===== config.mk =====
export PLATFORM = sky130hd
export DESIGN_NAME = eii_top
export DESIGN_NICKNAME = d
export VERILOG_FILES = /design/src/rtl/eii_pkg.sv /design/src/rtl/eii_top.sv
export VERILOG_INCLUDE_DIRS = /design/src /design/src/rtl
export SDC_FILE = /design/constraint.sdc
export NUM_CORES = 1
export LEC_CHECK = 0
export ABC_CLOCK_PERIOD_IN_PS = 3100
export CORE_AREA = 3 3 94 96
export DETAILED_ROUTE_END_ITERATION = 16
export DIE_AREA = 0 0 97 99
export DONT_BUFFER_PORTS = 1
export PLACE_DENSITY = 0.88
export SETUP_SLACK_MARGIN = 0.02
export SLEW_MARGIN = 20
export SYNTH_ARGS = -nofsm -noshare
export SYNTH_HDL_FRONTEND = slang
export SYNTH_SLANG_ARGS = --single-unit

===== constraint.sdc =====
create_clock -name mclk -period 3.1 [get_ports mclk]
set_input_delay 0.155 -clock mclk [delete_from_list [all_inputs] [get_ports mclk]]
set_output_delay 0.155 -clock mclk [all_outputs]
set_load 0.03 [all_outputs]

===== src/rtl/eii_map.svh =====
`ifndef EII_MAP_SVH
`define EII_MAP_SVH
`define EII_CTRL_ADDR      6'h37
`define EII_CTRL_RESET     8'h00
`define EII_BIT_NOISE_SEL  7
`define EII_BIT_PIN_FUNC   6
`define EII_BIT_DET4_HI    5
`define EII_BIT_DET4_LO    4
`define EII_BIT_EDGE3      3
`define EII_BIT_EDGE2      2
`define EII_BIT_EDGE1      1
`define EII_FILT_SHORT     8'd4
`define EII_FILT_ONE_SHORT 8'd30
`define EII_FILT_ONE_LONG  8'd120
`define EII_FILT_MID       8'd14
`define EII_FILT_SLOW      8'd2
`endif


===== src/rtl/eii_pkg.sv =====
package eii_pkg;
   typedef enum logic [1:0] {
      EII_DET_RISE,
      EII_DET_FALL,
      EII_DET_BOTH,
      EII_DET_HIGH
   } eii_det_t;
   typedef struct packed {
      logic [1:0] rst_sync;
      logic [5:0] pin_s1;
      logic [5:0] pin_s2;
      logic [5:0] filt;
      logic [5:0] filt_d;
      logic [47:0] cnt;
      logic [1:0] ls_sync;
      logic [1:0] lsc_sync;
      logic       lsc_d;
      logic [7:0] ctrl;
      logic [7:0] rdata;
      logic [5:0] ev;
      logic       l14;
      logic       l15;
      logic       l4;
      logic       trap_rst;
      logic       trap_irq;
      logic       armed4;
   } eii_state_t;
endpackage


===== src/rtl/eii_top.sv =====
`timescale 1ns/1ps
`include "eii_map.svh"
module eii_top (
   input  wire logic       mclk,
   input  wire logic       rst_n,
   input  wire logic [5:0] irq_pin,
   input  wire logic       low_speed_mode,
   input  wire logic       low_speed_clock,
   input  wire logic       reg_sel,
   input  wire logic       reg_wr,
   input  wire logic [5:0] reg_addr,
   input  wire logic [7:0] reg_wdata,
   input  wire logic       latch14_source_sel,
   input  wire logic       latch15_source_sel,
   input  wire logic       serial_tx_event,
   input  wire logic       converter_done_event,
   input  wire logic       latch_clear_zero,
   input  wire logic       fetch_forbidden,
   input  wire logic       watchdog_control,
   output logic [7:0]      reg_rdata,
   output logic [5:0]      irq_set,
   output logic            latch_for_irq_zero,
   output logic            fetch_trap_irq,
   output logic            trap_reset,
   output logic            port0_bit0_is_port
);
   eii_pkg::eii_state_t s;
   eii_pkg::eii_state_t next_s;
   logic                rst_q_n;
   assign rst_q_n = s.rst_sync[1];
   function automatic logic [7:0] eii_len(input logic [2:0] i, input logic slow, input logic nsel);
      logic [7:0] v;
      v = `EII_FILT_MID;
      if (i == 3'd0 || i == 3'd5) v = `EII_FILT_SHORT;
      if (i == 3'd1) v = nsel ? `EII_FILT_ONE_SHORT : `EII_FILT_ONE_LONG;
      if (slow) v = `EII_FILT_SLOW;
      return v;
   endfunction
   always_comb begin
      logic       rise;
      logic       fall;
      logic       hit;
      logic       lsc_edge;
      logic [7:0] len;
      eii_pkg::eii_det_t det;
      rise = 1'b0;
      fall = 1'b0;
      hit = 1'b0;
      lsc_edge = 1'b0;
      len = 8'h00;
      det = eii_pkg::eii_det_t'(s.ctrl[`EII_BIT_DET4_HI:`EII_BIT_DET4_LO]);
      next_s = s;
      next_s.rst_sync = {s.rst_sync[0], 1'b1};
      next_s.pin_s1 = irq_pin;
      next_s.pin_s2 = s.pin_s1;
      next_s.ls_sync = {s.ls_sync[0], low_speed_mode};
      next_s.lsc_sync = {s.lsc_sync[0], low_speed_clock};
      next_s.lsc_d = s.lsc_sync[1];
      lsc_edge = s.lsc_sync[1] & ~s.lsc_d;
      next_s.filt_d = s.filt;
      for (int i = 0; i < 6; i++) begin
         len = eii_len(3'(i), s.ls_sync[1], s.ctrl[`EII_BIT_NOISE_SEL]);
         if (s.pin_s2[i] == s.filt[i]) begin
            next_s.cnt[i*8 +: 8] = 8'h00;
         end else if (!s.ls_sync[1] || lsc_edge) begin
            if (s.cnt[i*8 +: 8] + 8'h01 >= len) begin
               next_s.filt[i] = s.pin_s2[i];
               next_s.cnt[i*8 +: 8] = 8'h00;
            end else begin
               next_s.cnt[i*8 +: 8] = s.cnt[i*8 +: 8] + 8'h01;
            end
         end
      end
      for (int i = 0; i < 6; i++) begin
         rise = s.filt[i] & ~s.filt_d[i];
         fall = ~s.filt[i] & s.filt_d[i];
         unique case (i)
            0, 5: hit = fall;
            1: hit = s.ctrl[`EII_BIT_EDGE1] ? fall : rise;
            2: hit = s.ctrl[`EII_BIT_EDGE2] ? fall : rise;
            3: hit = s.ctrl[`EII_BIT_EDGE3] ? fall : rise;
            default: begin
               unique case (det)
                  eii_pkg::EII_DET_RISE: hit = rise;
                  eii_pkg::EII_DET_FALL: hit = fall;
                  eii_pkg::EII_DET_BOTH: hit = rise | fall;
                  eii_pkg::EII_DET_HIGH: hit = s.filt[i] & s.armed4;
               endcase
            end
         endcase
         next_s.ev[i] = hit;
      end
      if (s.filt[4] & ~s.filt_d[4]) next_s.armed4 = 1'b1;
      // Shared-pin output glitches are blocked: ev[0] is masked off unless ctrl bit 6 (EII_BIT_PIN_FUNC) selects the interrupt function.
      next_s.ev[0] = next_s.ev[0] & s.ctrl[`EII_BIT_PIN_FUNC];
      next_s.l14 = latch14_source_sel ? serial_tx_event : next_s.ev[4];
      next_s.l15 = latch15_source_sel ? converter_done_event : next_s.ev[5];
      if (s.ev[0]) next_s.l4 = 1'b1;
      else if (latch_clear_zero) next_s.l4 = 1'b0;
      next_s.trap_rst = fetch_forbidden & watchdog_control;
      next_s.trap_irq = fetch_forbidden & ~watchdog_control;
      if (reg_sel && reg_wr && reg_addr == `EII_CTRL_ADDR) begin
         next_s.ctrl = {reg_wdata[7:1], 1'b0};
      end
      next_s.rdata = (reg_sel && reg_addr == `EII_CTRL_ADDR) ? s.ctrl : 8'h00;
   end
   always_ff @(posedge mclk or negedge rst_n) begin
      if (!rst_n) begin
         s <= '0;
         s.ctrl <= `EII_CTRL_RESET;
      end else if (!rst_q_n) begin
         s <= '0;
         s.rst_sync <= next_s.rst_sync;
         s.pin_s1 <= next_s.pin_s1;
         s.pin_s2 <= next_s.pin_s2;
         s.filt <= next_s.pin_s2;
         s.filt_d <= next_s.pin_s2;
      end else begin
         s <= next_s;
      end
   end
   assign reg_rdata = s.rdata;
   assign irq_set = {s.l15, s.l14, s.ev[3:0]};
   assign latch_for_irq_zero = s.l4;
   assign fetch_trap_irq = s.trap_irq;
   assign trap_reset = s.trap_rst;
   assign port0_bit0_is_port = ~s.ctrl[`EII_BIT_PIN_FUNC];
endmodule


==> metrics <==
largest net degree at the start of global routing=~100; crit path capture type=register; async set or reset register ratio after synthesis=100%; startpoint of the lowest-slack register-to-register path=s[33]; number of fillers in the final layout=537; worst relative slew slack=55.2%; count of non-filler cells in the finished layout=around 590; H-tree depth reported by CTS=3; number of antenna-violating nets in the routed design=0; standard cell core area=0.00813 sq mm; largest buffer count on any clock path=2; count of final max-slew check failures=0; first-pass GRT wire length=17.3 mm; fraction of the yosys area taken by sequential cells=51.4%; Top FF cell, synth=sky130_fd_sc_hd__dfrtp_1; number of antenna violations at the first check in global routing=0; cell count of the worst reg-to-reg path=8; Post-Route Skew=0.0148 ns; final hold violation count=0; register clock-pin slew on the reported worst setup and hold paths=0.10 ns; root buf cell=sky130_fd_sc_hd__clkbuf_8; Crit path required time=3.37 ns; hold depth=2; endpoint of the worst-slack reg-to-reg timing path=next_s[81]; RSZ-0062 raised after global routing=false; count of routing violations after the opening detailed-route iteration=199; sort of element at the start of the critical path=register; synthesized netlist net count=around 520; layout cell share with drive strength beyond 1=between 10% and 20%; overall routing resource usage=22.1%; number of placement rows=33; Global Route met1 Usage=28.5%; worst setup path category=register to register; outcome=finished clean; half-perimeter wire length of the detailed placement result=between 6 and 7 mm; global routing's busiest layer=met2; synth-to-layout area growth=9.61%; height of the die=99 um; Power per Cell Area=469 mW/mm^2; max-capacitance violation count=0; vias in the first global route=between 3,000 and 4,000; met2 routing resource usage after global routing=36.8%; number of synthesized flops with an enable pin=0; crit path time final=around 2.7 ns; Final Setup Violations=0; TritonCTS clock tree=done; area used by multi-input combinational logic=roughly 0.0022 sq mm; routed length per instance=16.8 um; Inst Count DP=550; destination of the worst hold path=irq_set[5]; Worst VDD drop=0.000275 V; number of I/O port buffers=0; count of boundary I/O pins=51; chip width=97 um; Yosys warnings=0; overflow left after global routing=0; mapped cell area=0.00501 sq mm; Hold Path Class=primary input to register; PostCTS Resize Cnt=0; DRT Wirelength=around 10 mm; Post-Synthesis Cells=463; most frequent cells in the layout=103 x sky130_fd_sc_hd__dfrtp_1, 32 x sky130_fd_sc_hd__nand2_1, 31 x sky130_fd_sc_hd__nor2_1; WP data arrival=2.97 ns; count of clock tree sinks=103; count of inserted antenna diode cells=0; initial cell density of the core=61.7%; actual transition at the worst max-transition pin=~0.67 ns; DRC errors left=0; ratio of final minimum period to clock period=87.2%; maximum fanout along the worst path=6; clock latency on the worst-skew pair=0.37 ns; Final Cell Area=0.00550 sq mm; Reg area=0.00258 sq mm; hold_ws=about 0.0049 ns; Vias per Instance=6.05; routing usage on met3=5.52%; count of TritonRoute iterations in the first routing pass=5; library cells used by synthesis=67; min-delay src=converter_done_event; setup slack, reg-to-reg=about 0.40 ns; die footprint=between 0.009 and 0.01 sq mm; Area after DPL=0.00504 sq mm; mean instance size in the synthesized netlist=10.8 sq um; Final Net Count=539; number of storage elements in the synthesis netlist=103; LEAKAGE=2.73 nW; GPL Wtd Cong=0.857; most common cell after layout, fill and taps aside=sky130_fd_sc_hd__dfrtp_1; cts bufs inserted=9; DR vias=~3,600; final sum of negative setup slack=0 ns; achievable clock frequency=370 MHz
-- where the power goes --
| part | internal (mW) | switching [mW] |
|---|---|---|
| clock network | 0.393 | 0.497 |
| logic | 0.105 | 0.128 |
| registers | 1.39 | 0.0618 |
-- cell usage after synthesis, types with 3 or more instances --
cell                       number  area, sq um
sky130_fd_sc_hd__nand3_1       12         60.1
sky130_fd_sc_hd__nor4_1         3         18.8
sky130_fd_sc_hd__buf_4         14          105
sky130_fd_sc_hd__nand2_1       32          120
sky130_fd_sc_hd__a21o_1         9         67.6
sky130_fd_sc_hd__nor3_1         8         40.0
sky130_fd_sc_hd__dfrtp_1      103         2580
sky130_fd_sc_hd__a31oi_1        5         31.3
sky130_fd_sc_hd__a41oi_1        3         26.3
sky130_fd_sc_hd__a311oi_1       3         26.3
sky130_fd_sc_hd__a22o_1         4         35.0
sky130_fd_sc_hd__o21ai_0       11         55.1
sky130_fd_sc_hd__and2_1        28          175
sky130_fd_sc_hd__inv_1         15         56.3
sky130_fd_sc_hd__nand2b_1      13         81.3
sky130_fd_sc_hd__or2_2          9         56.3
sky130_fd_sc_hd__nor2b_1        8         50.1
sky130_fd_sc_hd__ha_1          27          338
sky130_fd_sc_hd__mux2_2         8         90.1
sky130_fd_sc_hd__a211o_1        3         26.3
sky130_fd_sc_hd__nor2_1        31          116
sky130_fd_sc_hd__clkbuf_1       5         18.8
sky130_fd_sc_hd__mux2i_1        7         70.1
sky130_fd_sc_hd__or3b_2         3         26.3
sky130_fd_sc_hd__a21oi_1       13         65.1
sky130_fd_sc_hd__nand4_1        6         37.5
sky130_fd_sc_hd__a21boi_0       3         22.5
sky130_fd_sc_hd__xnor2_1        8         70.1
sky130_fd_sc_hd__nand3b_1       3         22.5
sky130_fd_sc_hd__a211oi_1       8         60.1
sky130_fd_sc_hd__nor3b_1        3         22.5
sky130_fd_sc_hd__and3_1        11         68.8
-- worst max path at each step --
stage	from	endpoint	slack (ns)
2_1_floorplan	s[41]	s[46]	0.73
3_3_place_gp	s[41]	s[46]	0.60
3_5_place_dp	s[33]	next_s[81]	0.45
4_1_cts	s[33]	next_s[81]	0.40
5_1_grt	s[33]	next_s[81]	0.17
6_report	s[33]	next_s[81]	0.40
-- cell families (layout without fill, tap and decap cells) --
family | count (synthesis) | count (layout) | share of synthesized area [%]
multiplexers | 16 | 16 | 3.49
AND/OR/NAND/NOR | 182 | 182 | 20.1
AO/OA/AOI/OAI | 86 | 86 | 12.5
flip-flops | 103 | 103 | 51.4
other | 2 | 2 | 0.150
adder cells (fa/ha/maj) | 27 | 27 | 6.74
XOR/XNOR | 10 | 10 | 1.75
buffers and inverters | 37 | 58 | 3.87
-- flip-flops by register name, indices dropped and copies added, names as in the netlist --
name                count
fetch_trap_irq          1
irq_set                 6
latch_for_irq_zero      1
next_s                 16
reg_rdata               7
rst_q_n                 1
s                      70
trap_reset              1
-- worst max-delay path, cell delays in order (launching register included) --
cell	delay, ns
sky130_fd_sc_hd__dfrtp_1	0.45
sky130_fd_sc_hd__ha_1	0.27
sky130_fd_sc_hd__nor2b_1	0.15
sky130_fd_sc_hd__or2_2	0.30
sky130_fd_sc_hd__ha_1	0.27
sky130_fd_sc_hd__a21boi_0	0.12
sky130_fd_sc_hd__nor4_1	0.57
sky130_fd_sc_hd__o22ai_1	0.18
sky130_fd_sc_hd__a221oi_1	0.28
-- what timing repair did --
item                      in CTS  in global routing
setup buffers                  0                  0
hold endpoints to repair     122                  0
hold buffers                  23                  0
-- through the flow --
stage	util [%]	worst slack, ns	total power, mW
floorplan	-	0.726	1.62
global placement	61.9	0.598	1.64
detailed placement	61.9	0.451	1.66
CTS	67.6	0.401	2.59
global route	67.6	0.174	2.69
finish	67.6	0.398	2.58
-- metal layers --
layer	wire length, um	up-vias	share of wire (%)
li1	-	1666	-
met1	4350	1774	44
met2	4890	107	49
met3	459	16	4.6
met4	198	0	2.0
met5	0	-	0
-- cell type report --
cell class,instances,area share (%)
clock buffer,9,2.25
clock inverter,7,1.57
inverter,15,1.02
multi-input combinational,323,40.8
sequential,103,46.9
tap,105,2.39
timing repair buffer,27,5.05
No activity file was read; power rests on OpenSTA's default activity.
